$ cat config.mk
export PLATFORM = sky130hd
export DESIGN_NAME = ipm_mapper
export DESIGN_NICKNAME = d
export VERILOG_FILES = /design/src/verilog/ipm_pkg.sv /design/src/verilog/ipm_mapper.sv /design/src/verilog/ipm_pin_filter.sv
export SDC_FILE = /design/constraint.sdc
export NUM_CORES = 1
export LEC_CHECK = 0
export BUFFER_PORTS_ARGS = -buffer_cell sky130_fd_sc_hd__buf_2
export CAP_MARGIN = 20
export CELL_PAD_IN_SITES_DETAIL_PLACEMENT = 1
export CELL_PAD_IN_SITES_GLOBAL_PLACEMENT = 2
export CORE_ASPECT_RATIO = 0.7
export CORE_MARGIN = 2
export CORE_UTILIZATION = 35
export DETAILED_ROUTE_END_ITERATION = 10
export GPL_TIMING_DRIVEN = 0
export PLACE_DENSITY = 0.83
export SLEW_MARGIN = 0
export SYNTH_ARGS = -nofsm -noshare
export SYNTH_HDL_FRONTEND = slang
export SYNTH_SLANG_ARGS = --single-unit
$ cat constraint.sdc
create_clock -name pclk -period 2.2 [get_ports pclk]
set_input_delay 0.55 -clock pclk [delete_from_list [all_inputs] [get_ports pclk]]
set_output_delay 0.55 -clock pclk [all_outputs]
set_load 0.005 [all_outputs]
$ cat src/verilog/ipm_pkg.sv
// Constants, register map and carrier types of the input pin function mapper.
package ipm_pkg;

  ////////////////////////////////////////////////////////////////////////////
  localparam int          NUM_PINS      = 7;
  localparam int          CODE_W        = 16;
  localparam int          ADDR_W        = 8;

  ////////////////////////////////////////////////////////////////////////////
  localparam logic [15:0] CODE_LOW      = 16'h0000;
  localparam logic [15:0] CODE_MIDDLE   = 16'h0001;
  localparam logic [15:0] CODE_HIGH     = 16'h0002;
  localparam logic [15:0] CODE_SECOND   = 16'h0003;
  localparam logic [15:0] CODE_CUR4     = 16'h0004;
  localparam logic [15:0] CODE_JOG      = 16'h0005;
  localparam logic [15:0] CODE_HEAT     = 16'h0007;
  localparam logic [15:0] CODE_EXTRA    = 16'h0008;
  localparam logic [15:0] CODE_RUN_EN   = 16'h000A;
  localparam logic [15:0] CODE_LOCKOUT  = 16'h000C;
  localparam logic [15:0] CODE_PID      = 16'h000E;
  localparam logic [15:0] CODE_BRAKE    = 16'h000F;
  localparam logic [15:0] CODE_PANEL_EXT = 16'h0010;
  localparam logic [15:0] CODE_VF       = 16'h0012;
  localparam logic [15:0] CODE_SHUTOFF  = 16'h0018;
  localparam logic [15:0] CODE_SELFHOLD = 16'h0019;
  localparam logic [15:0] CODE_FORWARD  = 16'h003C;
  localparam logic [15:0] CODE_REVERSE  = 16'h003D;
  localparam logic [15:0] CODE_CLEAR    = 16'h003E;
  localparam logic [15:0] CODE_PANEL_NET = 16'h0041;
  localparam logic [15:0] CODE_EXT_NET  = 16'h0042;
  localparam logic [15:0] CODE_SRC      = 16'h0043;
  localparam logic [15:0] CODE_NONE     = 16'h270F;

  ////////////////////////////////////////////////////////////////////////////
  localparam logic [15:0] RST_FORWARD_PIN  = 16'h003C;
  localparam logic [15:0] RST_REVERSE_PIN  = 16'h003D;
  localparam logic [15:0] RST_LOW_PIN      = 16'h0000;
  localparam logic [15:0] RST_MIDDLE_PIN   = 16'h0001;
  localparam logic [15:0] RST_HIGH_PIN     = 16'h0002;
  localparam logic [15:0] RST_SHUTOFF_PIN  = 16'h0018;
  localparam logic [15:0] RST_CLEAR_PIN    = 16'h003E;
  localparam logic [NUM_PINS*16-1:0] RST_SEL_FLAT = {RST_CLEAR_PIN, RST_SHUTOFF_PIN,
    RST_HIGH_PIN, RST_MIDDLE_PIN, RST_LOW_PIN, RST_REVERSE_PIN, RST_FORWARD_PIN};
  localparam logic [1:0]  RST_REMOTE_SEL   = 2'h0;
  localparam logic [1:0]  REMOTE_SEL_MAX   = 2'h2;
  localparam logic        RST_STOP_SEL     = 1'h0;

  ////////////////////////////////////////////////////////////////////////////
  localparam logic [7:0]  OFS_FORWARD_PIN  = 8'h00;
  localparam logic [7:0]  OFS_REVERSE_PIN  = 8'h04;
  localparam logic [7:0]  OFS_LOW_PIN      = 8'h08;
  localparam logic [7:0]  OFS_MIDDLE_PIN   = 8'h0C;
  localparam logic [7:0]  OFS_HIGH_PIN     = 8'h10;
  localparam logic [7:0]  OFS_SHUTOFF_PIN  = 8'h14;
  localparam logic [7:0]  OFS_CLEAR_PIN    = 8'h18;
  localparam logic [7:0]  OFS_REMOTE_SEL   = 8'h1C;
  localparam logic [7:0]  OFS_STOP_SEL     = 8'h20;
  localparam logic [7:0]  OFS_PIN_STATUS   = 8'h24;
  localparam logic [7:0]  OFS_FUNC_STATUS  = 8'h28;

  ////////////////////////////////////////////////////////////////////////////
  localparam int          CLK_HZ           = 25_000_000;
  localparam int          FAST_RESP_US     = 2_000;
  localparam int          SLOW_RESP_US     = 20_000;
  localparam int          FAST_RESP_CYC    = FAST_RESP_US * (CLK_HZ / 1_000_000);
  localparam int          SLOW_RESP_CYC    = SLOW_RESP_US * (CLK_HZ / 1_000_000);
  localparam int          FILTER_CYC       = 8;
  localparam int          PATH_CYC         = 4;

  ////////////////////////////////////////////////////////////////////////////
  typedef enum logic [1:0] {
    IPM_SRC_NONE   = 2'b00,
    IPM_SRC_JOG    = 2'b01,
    IPM_SRC_PRESET = 2'b10,
    IPM_SRC_PID    = 2'b11
  } ipm_speed_src_e;

  typedef struct packed {
    logic           forward_run_command;
    logic           reverse_run_command;
    logic           low_speed_select;
    logic           middle_speed_select;
    logic           high_speed_select;
    logic           remote_setting_clear;
    logic           remote_decelerate;
    logic           remote_accelerate;
    logic           stop_contact_0;
    logic           stop_contact_1;
    logic           second_parameter_set;
    logic           current_input_4_select;
    logic           jog_select;
    logic           motor_heat_trip;
    logic           extra_speed_bit;
    logic           supply_unit_run_enable;
    logic           panel_mode_lockout;
    logic           pid_enable;
    logic           brake_open_done;
    logic           external_operation;
    logic           vf_control_switch;
    logic           output_shutoff_input;
    logic           start_self_hold;
    logic           trip_clear_input;
    logic           panel_network_switch;
    logic           external_network_switch;
    logic           command_source_switch;
  } ipm_func_s;

  typedef struct packed {
    ipm_speed_src_e src;
    logic [3:0]     preset_index;
  } ipm_speed_s;

endpackage : ipm_pkg

$ cat src/verilog/ipm_mapper.sv
// APB-programmable mapper from seven input terminals to drive control functions.
//
// Local design decisions: the APB register port and the address map.
`timescale 1ns/1ps
module ipm_mapper #(
  parameter int NUM_PINS = ipm_pkg::NUM_PINS,
  parameter int FILTER   = ipm_pkg::FILTER_CYC
) (
  input  wire logic                pclk,
  input  wire logic                presetn,
  input  wire logic                psel,
  input  wire logic                penable,
  input  wire logic                pwrite,
  input  wire logic [7:0]          paddr,
  input  wire logic [31:0]         pwdata,
  output logic      [31:0]         prdata,
  output logic                     pready,
  output logic                     pslverr,
  input  wire logic [NUM_PINS-1:0] pin_in,
  output ipm_pkg::ipm_func_s       func,
  output ipm_pkg::ipm_speed_s      speed
);

  localparam int SEL_FLAT_W = NUM_PINS * ipm_pkg::CODE_W;

  initial begin
    if (NUM_PINS != ipm_pkg::NUM_PINS) begin
      $error("The register map serves exactly seven pins.");
    end
    if (FILTER + ipm_pkg::PATH_CYC >= ipm_pkg::FAST_RESP_CYC) begin
      $error("Input filter too long for the fast response bound.");
    end
    if (FILTER < 1) begin
      $error("The input filter needs at least one cycle.");
    end
    if (ipm_pkg::CODE_W != 16) begin
      $error("Selectors are sliced as sixteen-bit codes.");
    end
    if ($bits(ipm_pkg::ipm_func_s) > 32) begin
      $error("The function status must fit one bus word.");
    end
  end

  ////////////////////////////////////////////////////////////////////////////
  // Code legality per pin.

  function automatic logic code_ok(input logic [15:0] code, input int pin);
    logic ok;
    ok = 1'b0;
    case (code)
      ipm_pkg::CODE_LOW,
      ipm_pkg::CODE_MIDDLE,
      ipm_pkg::CODE_HIGH,
      ipm_pkg::CODE_SECOND,
      ipm_pkg::CODE_CUR4,
      ipm_pkg::CODE_JOG,
      ipm_pkg::CODE_HEAT,
      ipm_pkg::CODE_EXTRA,
      ipm_pkg::CODE_RUN_EN,
      ipm_pkg::CODE_LOCKOUT,
      ipm_pkg::CODE_PID,
      ipm_pkg::CODE_BRAKE,
      ipm_pkg::CODE_PANEL_EXT,
      ipm_pkg::CODE_VF,
      ipm_pkg::CODE_SHUTOFF,
      ipm_pkg::CODE_SELFHOLD,
      ipm_pkg::CODE_CLEAR,
      ipm_pkg::CODE_PANEL_NET,
      ipm_pkg::CODE_EXT_NET,
      ipm_pkg::CODE_SRC,
      ipm_pkg::CODE_NONE: begin
        ok = 1'b1;
      end
      ipm_pkg::CODE_FORWARD: begin
        ok = (pin == 0);
      end
      ipm_pkg::CODE_REVERSE: begin
        ok = (pin == 1);
      end
      default: begin
        ok = 1'b0;
      end
    endcase
    return ok;
  endfunction : code_ok

  // ORs together every pin whose selector holds the given code.
  function automatic logic any_hit(input logic [15:0]           code,
                                   input logic [SEL_FLAT_W-1:0] sel,
                                   input logic [NUM_PINS-1:0]   lvl);
    logic hit;
    hit = 1'b0;
    for (int p = 0; p < NUM_PINS; p++) begin
      hit = hit | ((sel[p*16 +: 16] == code) & lvl[p]);
    end
    return hit;
  endfunction : any_hit

  ////////////////////////////////////////////////////////////////////////////
  // Input terminals.

  logic [NUM_PINS-1:0] pin_lvl;

  // Every pin has its own filter of one short length, inside the 2 ms bound of the fastest signals.
  for (genvar g = 0; g < NUM_PINS; g++) begin : g_pin
    ipm_pin_filter #(
      .FILTER  (FILTER)
    ) u_filter (
      .pclk    (pclk),
      .presetn (presetn),
      .pin_raw (pin_in[g]),
      .level_q (pin_lvl[g])
    );
  end

  ////////////////////////////////////////////////////////////////////////////
  // Registers.

  logic [SEL_FLAT_W-1:0] sel_q;
  logic [1:0]            remote_sel_q;
  logic                  stop_sel_q;
  logic [31:0]           prdata_q;
  logic                  pready_q;
  logic                  pslverr_q;
  ipm_pkg::ipm_func_s    func_q;
  ipm_pkg::ipm_func_s    func_d;
  ipm_pkg::ipm_speed_s   speed_q;
  ipm_pkg::ipm_speed_s   speed_d;

  ////////////////////////////////////////////////////////////////////////////
  // APB decode.

  wire        setup_ph   = psel & ~penable;
  wire        commit     = psel & penable & pready_q;
  wire [2:0]  sel_idx    = paddr[4:2];
  wire        word_ok    = (paddr[1:0] == 2'b00);
  wire        hit_sel    = word_ok & (paddr <= ipm_pkg::OFS_CLEAR_PIN);
  wire        hit_remote = (paddr == ipm_pkg::OFS_REMOTE_SEL);
  wire        hit_stop   = (paddr == ipm_pkg::OFS_STOP_SEL);
  wire        hit_pins   = (paddr == ipm_pkg::OFS_PIN_STATUS);
  wire        hit_funcs  = (paddr == ipm_pkg::OFS_FUNC_STATUS);
  wire        mapped     = hit_sel | hit_remote | hit_stop | hit_pins | hit_funcs;
  wire        hi_zero    = (pwdata[31:16] == 16'h0000);
  wire        sel_ok     = hi_zero & code_ok(pwdata[15:0], int'(sel_idx));
  wire        remote_ok  = (pwdata[31:2] == 30'h0) & (pwdata[1:0] <= ipm_pkg::REMOTE_SEL_MAX);
  wire        stop_ok    = (pwdata[31:1] == 31'h0);
  wire        wr_bad     = pwrite & ((hit_sel & ~sel_ok) | (hit_remote & ~remote_ok) |
                                     (hit_stop & ~stop_ok) | hit_pins | hit_funcs);
  wire        err_d      = ~mapped | wr_bad;
  wire        wr_sel     = commit & pwrite & hit_sel & sel_ok;
  wire        wr_remote  = commit & pwrite & hit_remote & remote_ok;
  wire        wr_stop    = commit & pwrite & hit_stop & stop_ok;

  wire [31:0] rd_word =
      hit_sel    ? {16'h0000, sel_q[int'(sel_idx)*16 +: 16]} :
      hit_remote ? {30'h0, remote_sel_q} :
      hit_stop   ? {31'h0, stop_sel_q} :
      hit_pins   ? {{(32-NUM_PINS){1'b0}}, pin_lvl} :
      hit_funcs  ? {{(32-$bits(ipm_pkg::ipm_func_s)){1'b0}}, func_q} :
                   32'h0000_0000;

  // Answers in the first access cycle; data and error are prepared in setup.
  always_ff @(posedge pclk or negedge presetn) begin
    if (!presetn) begin
      pready_q  <= 1'b0;
      pslverr_q <= 1'b0;
      prdata_q  <= 32'h0000_0000;
    end else begin
      pready_q  <= setup_ph;
      pslverr_q <= setup_ph & err_d;
      if (setup_ph) begin
        prdata_q <= pwrite ? 32'h0000_0000 : rd_word;
      end
    end
  end

  // Selector and mode registers; a rejected write leaves them untouched.
  always_ff @(posedge pclk or negedge presetn) begin
    if (!presetn) begin
      sel_q        <= ipm_pkg::RST_SEL_FLAT;
      remote_sel_q <= ipm_pkg::RST_REMOTE_SEL;
      stop_sel_q   <= ipm_pkg::RST_STOP_SEL;
    end else begin
      if (wr_sel) begin
        sel_q[int'(sel_idx)*16 +: 16] <= pwdata[15:0];
      end
      if (wr_remote) begin
        remote_sel_q <= pwdata[1:0];
      end
      if (wr_stop) begin
        stop_sel_q <= pwdata[0];
      end
    end
  end

  ////////////////////////////////////////////////////////////////////////////
  // Function decode.

  wire remote_on   = (remote_sel_q != 2'h0);
  wire stop_on     = stop_sel_q;

  // These wires decode the direction and trip clear codes.
  wire c_fwd       = any_hit(ipm_pkg::CODE_FORWARD, sel_q, pin_lvl);
  wire c_rev       = any_hit(ipm_pkg::CODE_REVERSE, sel_q, pin_lvl);
  wire c_clear     = any_hit(ipm_pkg::CODE_CLEAR, sel_q, pin_lvl);

  // The low, middle and high codes also carry the remote meanings, the low and second codes the stop-on meanings; the extra code neither.
  wire c_low       = any_hit(ipm_pkg::CODE_LOW, sel_q, pin_lvl);
  wire c_mid       = any_hit(ipm_pkg::CODE_MIDDLE, sel_q, pin_lvl);
  wire c_high      = any_hit(ipm_pkg::CODE_HIGH, sel_q, pin_lvl);
  wire c_second    = any_hit(ipm_pkg::CODE_SECOND, sel_q, pin_lvl);
  wire c_extra     = any_hit(ipm_pkg::CODE_EXTRA, sel_q, pin_lvl);

  // These wires decode the speed source and analog input codes.
  wire c_cur4      = any_hit(ipm_pkg::CODE_CUR4, sel_q, pin_lvl);
  wire c_jog       = any_hit(ipm_pkg::CODE_JOG, sel_q, pin_lvl);
  wire c_pid       = any_hit(ipm_pkg::CODE_PID, sel_q, pin_lvl);

  // These wires decode the enable, shutoff and interlock codes.
  wire c_run_en    = any_hit(ipm_pkg::CODE_RUN_EN, sel_q, pin_lvl);
  wire c_shutoff   = any_hit(ipm_pkg::CODE_SHUTOFF, sel_q, pin_lvl);
  wire c_lockout   = any_hit(ipm_pkg::CODE_LOCKOUT, sel_q, pin_lvl);
  wire c_brake     = any_hit(ipm_pkg::CODE_BRAKE, sel_q, pin_lvl);
  wire c_selfhold  = any_hit(ipm_pkg::CODE_SELFHOLD, sel_q, pin_lvl);

  // These wires decode the operation place and control method codes.
  wire c_panel_ext = any_hit(ipm_pkg::CODE_PANEL_EXT, sel_q, pin_lvl);
  wire c_vf        = any_hit(ipm_pkg::CODE_VF, sel_q, pin_lvl);
  wire c_panel_net = any_hit(ipm_pkg::CODE_PANEL_NET, sel_q, pin_lvl);
  wire c_ext_net   = any_hit(ipm_pkg::CODE_EXT_NET, sel_q, pin_lvl);
  wire c_src       = any_hit(ipm_pkg::CODE_SRC, sel_q, pin_lvl);

  // The thermal relay contact is normally closed, so an open contact is the trip.
  wire c_heat      = any_hit(ipm_pkg::CODE_HEAT, sel_q, ~pin_lvl);

  always_comb begin
    func_d = '0;
    func_d.forward_run_command     = c_fwd;
    func_d.reverse_run_command     = c_rev;
    func_d.trip_clear_input        = c_clear;

    // Stop-on contact takes code 0 before the remote and speed meanings.
    func_d.stop_contact_0          = stop_on & c_low;
    func_d.stop_contact_1          = stop_on & c_second;

    func_d.low_speed_select        = ~stop_on & ~remote_on & c_low;
    func_d.middle_speed_select     = ~remote_on & c_mid;
    func_d.high_speed_select       = ~remote_on & c_high;

    func_d.remote_setting_clear    = ~stop_on & remote_on & c_low;
    func_d.remote_decelerate       = remote_on & c_mid;
    func_d.remote_accelerate       = remote_on & c_high;

    func_d.second_parameter_set    = ~stop_on & c_second;
    func_d.extra_speed_bit         = c_extra;

    func_d.current_input_4_select  = c_cur4;
    func_d.jog_select              = c_jog;
    func_d.pid_enable              = c_pid;

    func_d.motor_heat_trip         = c_heat;
    func_d.supply_unit_run_enable  = c_run_en;
    func_d.output_shutoff_input    = c_shutoff;
    func_d.panel_mode_lockout      = c_lockout;
    func_d.brake_open_done         = c_brake;
    func_d.start_self_hold         = c_selfhold;

    func_d.external_operation      = c_panel_ext;
    func_d.vf_control_switch       = c_vf;
    func_d.panel_network_switch    = c_panel_net;
    func_d.external_network_switch = c_ext_net;
    func_d.command_source_switch   = c_src;
  end

  ////////////////////////////////////////////////////////////////////////////
  // Speed command arbitration.

  wire [3:0] preset_bits = {func_d.extra_speed_bit, func_d.high_speed_select,
                            func_d.middle_speed_select, func_d.low_speed_select};
  wire       preset_on   = (preset_bits != 4'h0);

  always_comb begin
    speed_d = '0;
    if (func_d.jog_select) begin
      speed_d.src = ipm_pkg::IPM_SRC_JOG;
    end else if (preset_on) begin
      speed_d.src          = ipm_pkg::IPM_SRC_PRESET;
      speed_d.preset_index = preset_bits;
    end else if (func_d.pid_enable) begin
      speed_d.src = ipm_pkg::IPM_SRC_PID;
    end else begin
      speed_d.src = ipm_pkg::IPM_SRC_NONE;
    end
  end

  // Function outputs are registered one cycle after the filtered pins.
  always_ff @(posedge pclk or negedge presetn) begin
    if (!presetn) begin
      func_q  <= '0;
      speed_q <= '0;
    end else begin
      func_q  <= func_d;
      speed_q <= speed_d;
    end
  end

  ////////////////////////////////////////////////////////////////////////////
  // Outputs.

  assign prdata  = prdata_q;
  assign pready  = pready_q;
  assign pslverr = pslverr_q;
  assign func    = func_q;
  assign speed   = speed_q;

endmodule : ipm_mapper

$ cat src/verilog/ipm_pin_filter.sv
// Two-flop synchroniser and stability filter for one input terminal.
`timescale 1ns/1ps
module ipm_pin_filter #(
  parameter int FILTER = ipm_pkg::FILTER_CYC
) (
  input  wire logic pclk,
  input  wire logic presetn,
  input  wire logic pin_raw,
  output logic      level_q
);

  localparam int CNT_W = $clog2(FILTER + 1);

  logic             meta_q;
  logic             sync_q;
  logic [CNT_W-1:0] cnt_q;

  initial begin
    if (FILTER < 1) begin
      $error("FILTER must be at least one cycle.");
    end
  end

  // The filtered level follows the pin only after FILTER stable cycles.
  always_ff @(posedge pclk or negedge presetn) begin
    if (!presetn) begin
      meta_q  <= 1'b0;
      sync_q  <= 1'b0;
      cnt_q   <= '0;
      level_q <= 1'b0;
    end else begin
      meta_q <= pin_raw;
      sync_q <= meta_q;
      if (sync_q == level_q) begin
        cnt_q <= '0;
      end else if (cnt_q == CNT_W'(FILTER - 1)) begin
        cnt_q   <= '0;
        level_q <= sync_q;
      end else begin
        cnt_q <= cnt_q + CNT_W'(1);
      end
    end
  end

endmodule : ipm_pin_filter

==> Word-level counts from Yosys, hierarchy flattened <==
Cells that the tools add are included.
{ "totals": {"ff_bits": 231, "input_bits": 52, "out_inout_bits": 67, "wordCells": 653} }
{ "op_classes": {"addsub": 8, "n_lt_le_gt_ge": 2, "eq_ne": 188, "shift": 3, "mux": 27, "bitwise_logic": 339, "n_reduce_logical": 23} }
{ "ops": {"columns": ["op", "count"], "rows": [
  ["equality test 16 x 4 -> 1 bit (second input constant)", 40],
  ["equality test 16 x 5 -> 1 bit (second input constant)", 32],
  ["equality test 16 x 3 -> 1 bit (second input constant)", 24],
  ["equality test 16 x 6 -> 1 bit (second input constant)", 24],
  ["equality test 16 x 7 -> 1 bit (second input constant)", 24],
  ["equality test 16 x 2 -> 1 bit (second input constant)", 16],
  ["AND 1 bit", 183],
  ["two-way mux 27 bit", 6],
  ["logical NOT 16 bit", 9],
  ["OR 1 bit", 141],
  ["equality test 16 x 1 -> 1 bit (second input constant)", 8],
  ["bitwise mux 112 bit", 1],
  ["variable shift 16 x 33 -> 112 bit (first input constant)", 1],
  ["indexed part select 112 x 8 -> 16 bit", 1],
  ["indexed part select 16 x 33 -> 112 bit", 1],
  ["two-way mux 4 bit", 16],
  ["negation 7 -> 33 bit", 1],
  ["logical NOT 31 bit", 1],
  ["logical NOT 30 bit", 1],
  ["adder 4 x 1 -> 4 bit (second input constant)", 7],
  ["equality test 4 x 3 -> 1 bit (second input constant)", 7],
  ["equality test 8 x 6 -> 1 bit (second input constant)", 3],
  ["OR reduction 21 bit", 1],
  ["equality test 16 x 14 -> 1 bit (second input constant)", 1],
  ["other kinds (14)", 41]
]} }

==> Depth between registers and ports, before layout <==
Gate-level depths: netlist of the first run.
{ "depth": {"depth_word": 13, "depth_mapped": 13, "mapped_depth_nobuf": 9} }

==> Cells and area by module <==
Synthesis of the first run repeated with hierarchy kept, for this count alone.
{ "unflattened": {"cells_unflattened": 1151, "hier_area_um2": 11713.7} }
{ "by_module_without_submodules": {"columns": ["mod", "n_inst", "cells_per_inst", "area_per_inst_um2", "seq_area_each_um2"], "rows": [
  ["ipm_mapper", 1, 1011, 9839.4, 4451.8],
  ["ipm_pin_filter", 7, 20, 267.8, 175.2]
]} }

==> Least setup slack after synthesis of the first run <==
No wires, ideal clock.
{ "synth_path": {"path_kind": "input -> register", "startpoint": "input paddr[2]", "endpoint": "register sel_q[104]", "setup_time_ns": 0.127, "arrival_ns": 3.448, "required_time_ns": 2.073, "path_slack_ns": -1.376, "cell_stages": 11, "path_buffers": 3, "cell_sequence": "clkinv_1 -> clkbuf_1 -> ha_1 -> or3b_1 -> a311o_1 -> buf_4 -> nor4_4 -> nand4_1 -> a21oi_2 -> buf_6 -> mux2_1"} }
{ "synth_via": {"elab_chain_len": 4} }
{ "synth_rtl": {"columns": ["item", "line_no", "source"], "rows": [
  ["start, declared", "ipm_mapper.sv:14", "input wire logic [7:0] paddr,"],
  ["parallel branches: the longest is 4 deep, another holds negation 7 -> 33 bit", null, null],
  ["end signal, assigned", "ipm_mapper.sv:180", "sel_q <= ipm_pkg::RST_SEL_FLAT;"],
  ["end signal, assigned by index", "ipm_mapper.sv:185", "sel_q[int'(sel_idx)*16 +: 16] <= pwdata[15:0];"],
  ["end, declared", "ipm_mapper.sv:119", "logic [SEL_FLAT_W-1:0] sel_q;"]
]} }
Parallel ways; which one is timed is not known.
A chain may end at the register's enable or synchronous reset.

==> Worst setup path in the final report of the first run <==
{ "layout_path": {"startpoint": "input paddr[2]", "endpoint": "register sel_q[101]"} }
The elaborated chain is that of the path after synthesis.

==> impl_metrics.prom, run 1 <==
# TYPE chip_impl_metric gauge
chip_impl_metric{name="diodes",unit=""} 0
chip_impl_info{name="yosys-top-cells-area",value="dfrtp_1 44%, mux2_2 7.8%, dfstp_2 4.0%"} 1
chip_impl_metric{name="viasPerCell",unit=""} 6.10
chip_impl_info{name="setup.worst_path.end_class",value="flip-flop"} 1
chip_impl_info{name="failed_checks",value="setup timing"} 1
chip_impl_metric{name="combinational_fraction_of_design_power",unit=""} 0.163
chip_impl_metric{name="grt_pass1_wl",unit="microns"} 72000
chip_impl_metric{name="power-per-cell-area",unit="mW/mm^2"} 668
chip_impl_metric{name="worst_slew_pin_slew",unit="ns"} 0.992
chip_impl_metric{name="setup-violations-final",unit=""} 123
chip_impl_metric{name="async_reset_ff_frac",unit=""} 1.00
chip_impl_metric{name="final.setup.tns",unit="ns"} -30.02
chip_impl_metric{name="timing.fmax",unit="GHz"} 0.382
chip_impl_metric{name="boundaryPins",unit=""} 119
chip_impl_metric{name="globalRouteMet1Util",unit=""} 0.408
chip_impl_metric{name="worst_setup_hold_path_clk_slew",unit="ns"} 0.06
chip_impl_metric{name="syn-cell-area",unit="sq mm"} 0.0119
chip_impl_metric{name="total_wirelength_of_the_detailed_routed_design",unit="microns"} 50700
chip_impl_metric{name="syn_to_final_growth",unit="%"} 36.9
chip_impl_metric{name="edff_count_synth",unit=""} 0
chip_impl_metric{name="finalWorstPathRequiredPeriod",unit="ns"} 2.61
chip_impl_metric{name="swShare",unit=""} 0.289
chip_impl_info{name="yosysMostFrequentCell",value="dfrtp_1"} 1
chip_impl_metric{name="dp.final_hpwl",unit="microns"} 36500
chip_impl_metric{name="dieHeight",unit="microns"} 158
chip_impl_info{name="synth_flop_cell",value="dfrtp_1"} 1
chip_impl_metric{name="vdd_drop_max",unit="mV"} 0.452
chip_impl_info{name="timing.critical_path.from_type",value="input pin"} 1
chip_impl_metric{name="gp_congestion",unit=""} 1.02
chip_impl_metric{name="first_global_vias",unit=""} 10650
chip_impl_metric{name="ant_nets",unit=""} 0
chip_impl_metric{name="final_net_count",unit=""} 1416
chip_impl_metric{name="switchingPower",unit="mW"} 3.14
chip_impl_metric{name="postSynthAreaPerCell",unit="sq um"} 10.6
chip_impl_metric{name="final_critical_path_setup_slack",unit="ns"} -0.415
chip_impl_metric{name="antenna_found_initial",unit=""} 3
chip_impl_metric{name="route.vias.total",unit=""} 11008
chip_impl_metric{name="std_cell_rows",unit=""} 56
chip_impl_info{name="synth_common_cells",value="208 x dfrtp_1, 86 x nor2_1, 82 x mux2_2"} 1
chip_impl_metric{name="die-width",unit="microns"} 224
chip_impl_metric{name="grt_total_usage",unit=""} 0.277
chip_impl_info{name="cts_tree",value="done"} 1
chip_impl_metric{name="floorplan.initialDensity",unit=""} 0.355
chip_impl_info{name="busiest_layer",value="met1"} 1
chip_impl_metric{name="routing_usage_on_met3",unit=""} 0.0785
chip_impl_metric{name="postSynthRegisterBits",unit=""} 226
chip_impl_metric{name="cts_num_sinks",unit=""} 226
chip_impl_metric{name="synth_warnings",unit=""} 0
chip_impl_metric{name="clk_latency",unit="ns"} 0.55
chip_impl_metric{name="cts_max_level",unit=""} 1
chip_impl_metric{name="cellLeakagePower",unit="nW"} 7.32
chip_impl_metric{name="timing.final.hold_violations",unit=""} 0
chip_impl_info{name="path_class",value="input pin to flip-flop"} 1
chip_impl_info{name="crit_chain",value="buf_12 -> clkinv_16 -> clkbuf_16 -> ha_4 -> or3b_4 -> a311o_1 -> nor4_4 -> nand4_1 -> a21oi_4 -> buf_6 -> mux2_2"} 1
chip_impl_info{name="result_of_the_run",value="finished with violations"} 1
chip_impl_metric{name="core_area",unit="sq mm"} 0.0334
chip_impl_metric{name="synth_cell_types",unit=""} 80
chip_impl_metric{name="max_cap_violations",unit=""} 0
chip_impl_metric{name="firstDrtPassIters",unit=""} 6
chip_impl_metric{name="fp.dieArea",unit="sq mm"} 0.0354
chip_impl_metric{name="fin_crit_share",unit=""} 1.19
chip_impl_info{name="rsz_0062_raised_after_global_routing",value="true"} 1
chip_impl_metric{name="post_route_cells_drive_above_1_share",unit=""} 0.430
chip_impl_metric{name="critical_path.n_buffers_inverters",unit=""} 4
chip_impl_metric{name="critical_path.max_fanout",unit=""} 6
chip_impl_metric{name="met2_usage",unit=""} 0.401
chip_impl_info{name="cts_root_buffer",value="clkbuf_16"} 1
chip_impl_metric{name="synth_cells",unit=""} 1121
chip_impl_metric{name="grt_max_degree",unit=""} 116
chip_impl_metric{name="cp_data_required_time",unit="ns"} 2.66
chip_impl_metric{name="finClkSkew",unit="ns"} 0.0165
chip_impl_metric{name="post-route-util",unit=""} 0.486
chip_impl_metric{name="cts_made_buffers",unit=""} 24
chip_impl_metric{name="critPathMaxStageDelay",unit="ns"} 0.39
chip_impl_metric{name="gr-total-overflow",unit=""} 0
chip_impl_metric{name="synth_sequential_area_ratio",unit=""} 0.478
chip_impl_info{name="hp_class",value="input pin to async pin"} 1
chip_impl_metric{name="portBuffers",unit=""} 111
chip_impl_metric{name="route.detailed.wl_per_inst",unit="microns"} 28.1
chip_impl_metric{name="p_int",unit="mW"} 7.72
chip_impl_metric{name="relSlewSlack",unit=""} 0.334
chip_impl_metric{name="slew_viol_final",unit=""} 0
chip_impl_metric{name="drcViolationCount",unit=""} 0
chip_impl_metric{name="critPathArrivalTime",unit="ns"} 3.08
chip_impl_metric{name="p_clk_frac",unit=""} 0.400
chip_impl_metric{name="iteration_0_drc_markers",unit=""} 1123
chip_impl_info{name="synth.largest_area_cell",value="dfrtp_1"} 1
chip_impl_metric{name="share_seq_of_total_power",unit=""} 0.436
chip_impl_info{name="timing.critical_path.slowest_stage_cell",value="or3b_4"} 1
chip_impl_metric{name="clock_path_buffers",unit=""} 3
chip_impl_info{name="cp_top_family",value="simple AND/OR/NAND/NOR gates"} 1
chip_impl_metric{name="synth.top_cell.area_share",unit=""} 0.438
==> placed cells by master (no fill, tap or decap), types with 11 or more instances in the layout <==
cell and count:
a221o_1 12, and2_1 25, mux2_4 42, a221oi_1 17
nand2_1 65, dfrtp_1 198, buf_6 25, a21oi_1 21
mux2_2 50, nor4_1 15, clkbuf_16 28, and2_4 11
buf_4 82, nor2b_1 32, o21ai_0 14, nand4_1 22
inv_1 29, nor3_1 41, dfstp_2 17, nor2_1 83
a22o_1 12, buf_2 109, clkbuf_1 15, mux2i_1 14
nand3_1 32, mux4_2 16, xnor2_1 14, clkbuf_2 12
nor4_4 24
==> state kept, by name, summed over array words and instances (netlist names) <==
register / flops
sel_q: 112
g_pin.u_filter.cnt_q: 28
func: 27
prdata: 27
g_pin.u_filter.level_q: 7
g_pin.u_filter.meta_q: 7
g_pin.u_filter.sync_q: 7
speed: 6
remote_sel_q: 2
pready: 1
pslverr: 1
stop_on: 1
==> cell type report <==
type / count / area, sq um
buffer: 48 / 394
clock buffer: 31 / 688
clock inverter: 12 / 145
fill: 3544 / 17200
inverter: 34 / 164
multi-input combinational: 802 / 7080
sequential: 226 / 5690
tap: 435 / 544
timing repair buffer: 216 / 1540
==> timing repair <==
item | in CTS | in global routing
endpoints found under the setup margin | 165 | 154
buffers inserted | 58 | 50
hold buffers | 0 | 0
pin swaps | 41 | 47
gates resized for setup | 187 | 103
cloned | 1 | 1
==> per-stage QoR <==
step                      area [sq um]  instances  total power [mW]  hold WS (ns)  setup WS (ns)
after floorplan                  12200       1125              5.50         0.254         -0.841
after global placement           13300       1671              6.10         0.333          -3.44
after detailed placement         13400       1674              6.16         0.337          -1.65
after CTS                        15500       1767              10.7        0.0908         -0.507
after global routing             16200       1804              11.2         0.100         -0.490
final                            16200       1804              10.9        0.0775         -0.415
==> kinds of logic after synthesis <==
kind of cell    synth area share
simple gates               0.224
other cells             0.000316
buf+inv                   0.0353
xor+xnor                  0.0103
mux                        0.130
compound gates             0.109
flops                      0.478
fa+ha+maj                 0.0126
==> path summary, 6_finish.rpt <==
path | start | slack, ns | depth (start not counted) | endpoint
max | paddr[2] | -0.41 | 11 | sel_q[101]
min reg2reg | g_pin[5].u_filter.meta_q | 0.35 | 0 | g_pin[5].u_filter.sync_q
max in group asynchronous | presetn | 0.97 | 2 | sel_q[56]
max reg2reg | sel_q[19] | -0.11 | 6 | speed[4]
min | presetn | 0.08 | 1 | g_pin[4].u_filter.cnt_q[2]
min in group pclk | pin_in[5] | 0.10 | 1 | g_pin[5].u_filter.meta_q
==> worst reg2reg max path: cells and delay by family, from the launching register on <==
family	cells	cell delay, ns
and+or+nand+nor	4	1.08
DFF	1	0.60
AOI/OAI and AO/OA	2	0.52
==> routing by layer <==
metal	share of wire	wire [microns]	up-vias
li1	-	-	4644
met4	0.021	1090	2
met2	0.43	21600	567
met5	0.00018	9	-
met1	0.45	23000	5713
met3	0.10	5070	82
==> power by group through the flow <==
stage / logic (mW) / clock network, mW / registers, mW
6_report: 1.77 / 4.35 / 4.74
5_1_grt: 1.92 / 4.55 / 4.76
4_1_cts: 1.59 / 4.41 / 4.72
3_5_place_dp: 1.43 / 0 / 4.73
3_3_place_gp: 1.38 / 0 / 4.72
2_1_floorplan: 0.876 / 0 / 4.62
(Power assumes the default switching activity.)
==> run 2, diff against run 1 <==
--- a/config.mk
+++ b/config.mk
@@ -10,7 +10,6 @@
 export CELL_PAD_IN_SITES_DETAIL_PLACEMENT = 1
 export CELL_PAD_IN_SITES_GLOBAL_PLACEMENT = 2
 export CORE_ASPECT_RATIO = 0.7
-export CORE_MARGIN = 2
 export CORE_UTILIZATION = 35
 export DETAILED_ROUTE_END_ITERATION = 10
 export GPL_TIMING_DRIVEN = 0
==> impl_metrics.prom, run 2 (synthesized netlist as in run 1, its figures left out) <==
# TYPE chip_impl_metric gauge
chip_impl_info{name="top_regs",value="sel_q: 112 flops, g_pin.u_filter.cnt_q: 28 flops"} 1
chip_impl_metric{name="critPathArrivalTime",unit="ns"} 2.98
chip_impl_metric{name="route.detailed.wl_per_inst",unit="microns"} 28.3
chip_impl_info{name="layout.cells.most_common",value="dfrtp_1"} 1
chip_impl_info{name="rsz_0062_raised_after_global_routing",value="true"} 1
chip_impl_metric{name="final_critical_path_setup_slack",unit="ns"} -0.352
chip_impl_metric{name="switchingPower",unit="mW"} 3.09
chip_impl_info{name="result_of_the_run",value="finished with violations"} 1
chip_impl_metric{name="relSlewSlack",unit=""} 0.291
chip_impl_metric{name="p_int",unit="mW"} 7.32
chip_impl_metric{name="route.vias.total",unit=""} 10976
chip_impl_metric{name="boundaryPins",unit=""} 119
chip_impl_metric{name="first_global_vias",unit=""} 11018
chip_impl_metric{name="core_area",unit="sq mm"} 0.0334
chip_impl_metric{name="gr-total-overflow",unit=""} 0
chip_impl_metric{name="timing.final.hold_violations",unit=""} 0
chip_impl_metric{name="cts_made_buffers",unit=""} 24
chip_impl_metric{name="multi_input_area",unit="sq mm"} 0.00708
chip_impl_metric{name="worst_r2r_path_depth",unit=""} 7
chip_impl_metric{name="drcViolationCount",unit=""} 0
chip_impl_metric{name="gp_congestion",unit=""} 1.01
chip_impl_info{name="timing.rr.end",value="func[7]"} 1
chip_impl_metric{name="cp_data_required_time",unit="ns"} 2.63
chip_impl_metric{name="antenna_found_initial",unit=""} 5
chip_impl_metric{name="swShare",unit=""} 0.297
chip_impl_info{name="setup.worst_path.end_class",value="flip-flop"} 1
chip_impl_metric{name="final_net_count",unit=""} 1411
chip_impl_metric{name="viasPerCell",unit=""} 6.09
chip_impl_metric{name="firstDrtPassIters",unit=""} 5
chip_impl_metric{name="grt_total_usage",unit=""} 0.288
chip_impl_info{name="cts_root_buffer",value="clkbuf_16"} 1
chip_impl_metric{name="timing.fmax",unit="GHz"} 0.392
chip_impl_metric{name="max_cap_violations",unit=""} 0
chip_impl_info{name="hp_class",value="input pin to async pin"} 1
chip_impl_metric{name="p_clk_frac",unit=""} 0.377
chip_impl_metric{name="slew_viol_final",unit=""} 0
chip_impl_metric{name="cts_num_sinks",unit=""} 226
chip_impl_info{name="top_register",value="sel_q"} 1
chip_impl_metric{name="fin_crit_share",unit=""} 1.16
chip_impl_metric{name="share_seq_of_total_power",unit=""} 0.454
chip_impl_metric{name="cts_max_level",unit=""} 1
chip_impl_metric{name="place_ws",unit="ns"} -1.65
chip_impl_metric{name="worst_setup_hold_path_clk_slew",unit="ns"} 0.06
chip_impl_metric{name="max_reg_flops",unit=""} 112
chip_impl_metric{name="iteration_0_drc_markers",unit=""} 1242
chip_impl_metric{name="final-seq-area",unit="sq mm"} 0.00570
chip_impl_metric{name="cellLeakagePower",unit="nW"} 7.21
chip_impl_metric{name="syn_to_final_growth",unit="%"} 36.3
chip_impl_info{name="regToRegStartpoint",value="sel_q[29]"} 1
chip_impl_metric{name="grt_pass1_wl",unit="microns"} 74100
chip_impl_info{name="failed_checks",value="setup timing"} 1
chip_impl_metric{name="post_route_cells_drive_above_1_share",unit=""} 0.424
chip_impl_metric{name="setup-violations-final",unit=""} 134
chip_impl_info{name="path_class",value="input pin to flip-flop"} 1
chip_impl_metric{name="clock_path_buffers",unit=""} 3
chip_impl_metric{name="fill_cells",unit=""} 3601
chip_impl_metric{name="std_cell_rows",unit=""} 56
chip_impl_info{name="timing.critical_path.from_type",value="input pin"} 1
chip_impl_metric{name="cts-hold-fix-buffers",unit=""} 0
chip_impl_metric{name="fin_area",unit="sq mm"} 0.0162
chip_impl_metric{name="rrSetupSlack",unit="ns"} -0.16
chip_impl_metric{name="dieHeight",unit="microns"} 156
chip_impl_metric{name="vdd_drop_max",unit="mV"} 0.463
chip_impl_metric{name="grt_max_degree",unit=""} 120
chip_impl_metric{name="worst_slew_pin_slew",unit="ns"} 1.06
chip_impl_metric{name="placement_stage_cell_area",unit="sq mm"} 0.0134
chip_impl_metric{name="portBuffers",unit=""} 111
chip_impl_metric{name="floorplan.initialDensity",unit=""} 0.355
chip_impl_metric{name="fp.dieArea",unit="sq mm"} 0.0347
chip_impl_info{name="layout.cells.most_common_list",value="192 x dfrtp_1, 113 x buf_2, 81 x nor2_1"} 1
chip_impl_metric{name="combinational_fraction_of_design_power",unit=""} 0.169
chip_impl_metric{name="critical_path.max_fanout",unit=""} 5
chip_impl_metric{name="die-width",unit="microns"} 222
chip_impl_info{name="cts_tree",value="done"} 1
chip_impl_metric{name="total_wirelength_of_the_detailed_routed_design",unit="microns"} 50900
chip_impl_metric{name="ant_nets",unit=""} 0
chip_impl_metric{name="finalWorstPathRequiredPeriod",unit="ns"} 2.55
chip_impl_metric{name="dp.final_hpwl",unit="microns"} 36900
chip_impl_metric{name="power-per-cell-area",unit="mW/mm^2"} 644
chip_impl_metric{name="finClkSkew",unit="ns"} 0.0171
chip_impl_metric{name="clk_latency",unit="ns"} 0.55
run 2: metal layers:
metal,vias to the layer above,part of all wire,global-route usage
met2,543,0.42,0.421
li1,4638,-,-
met3,95,0.095,0.0740
met4,2,0.027,0.0681
met5,-,0.00037,0
met1,5698,0.45,0.422
run 2: worst max path at each step:
stage | from | endpoint
6_report | paddr[2] | sel_q[9]
3_3_place_gp | presetn | sel_q[35]
2_1_floorplan | paddr[2] | sel_q[104]
4_1_cts | paddr[2] | sel_q[9]
5_1_grt | paddr[2] | sel_q[109]
3_5_place_dp | paddr[2] | sel_q[109]
run 2: cell type report:
type,count,share of cell area
Multi-Input combinational cell,802,0.437
Sequential cell,226,0.352
Timing Repair Buffer,213,0.0977
Clock buffer,35,0.0428
Tap cell,435,0.0336
Buffer,46,0.0223
Inverter,34,0.0101
Clock inverter,8,0.00348
Antenna cell,2,0.000309
run 2: metrics by stage:
stage	setup TNS [ns]	hold slack [ns]	util	power (mW)	instances
after floorplan	-74.15	0.254	-	5.50	1125
after global placement	-920.10	0.335	0.399	6.10	1671
after detailed placement	-187.95	0.336	0.401	6.17	1674
after CTS	-39.79	0.0857	0.466	10.4	1774
after global routing	-36.05	0.0867	0.484	10.8	1799
final	-30.72	0.0616	0.484	10.4	1801
run 2: what timing repair did:
item,in CTS,in global routing
cloned,3,1
endpoints found under the setup margin,165,149
resized for setup,192,103
setup buffers,64,32
pin swaps,35,33
run 2: power by group through the flow:
stage | Combinational [mW] | Sequential, mW | Clock, mW
2_1_floorplan | 0.876 | 4.62 | 0
3_3_place_gp | 1.38 | 4.72 | 0
3_5_place_dp | 1.44 | 4.73 | 0
4_1_cts | 1.64 | 4.74 | 4.00
5_1_grt | 1.91 | 4.76 | 4.15
6_report | 1.76 | 4.73 | 3.93
run 2: worst max-delay path, cell delays in order:
cell	delay, ns
buf_12	0.12
clkinv_16	0.04
clkbuf_16	0.11
ha_4	0.13
or3b_4	0.39
a311o_1	0.35
nor4_4	0.26
buf_4	0.22
buf_6	0.10
o2111ai_4	0.20
buf_6	0.21
mux2_4	0.29
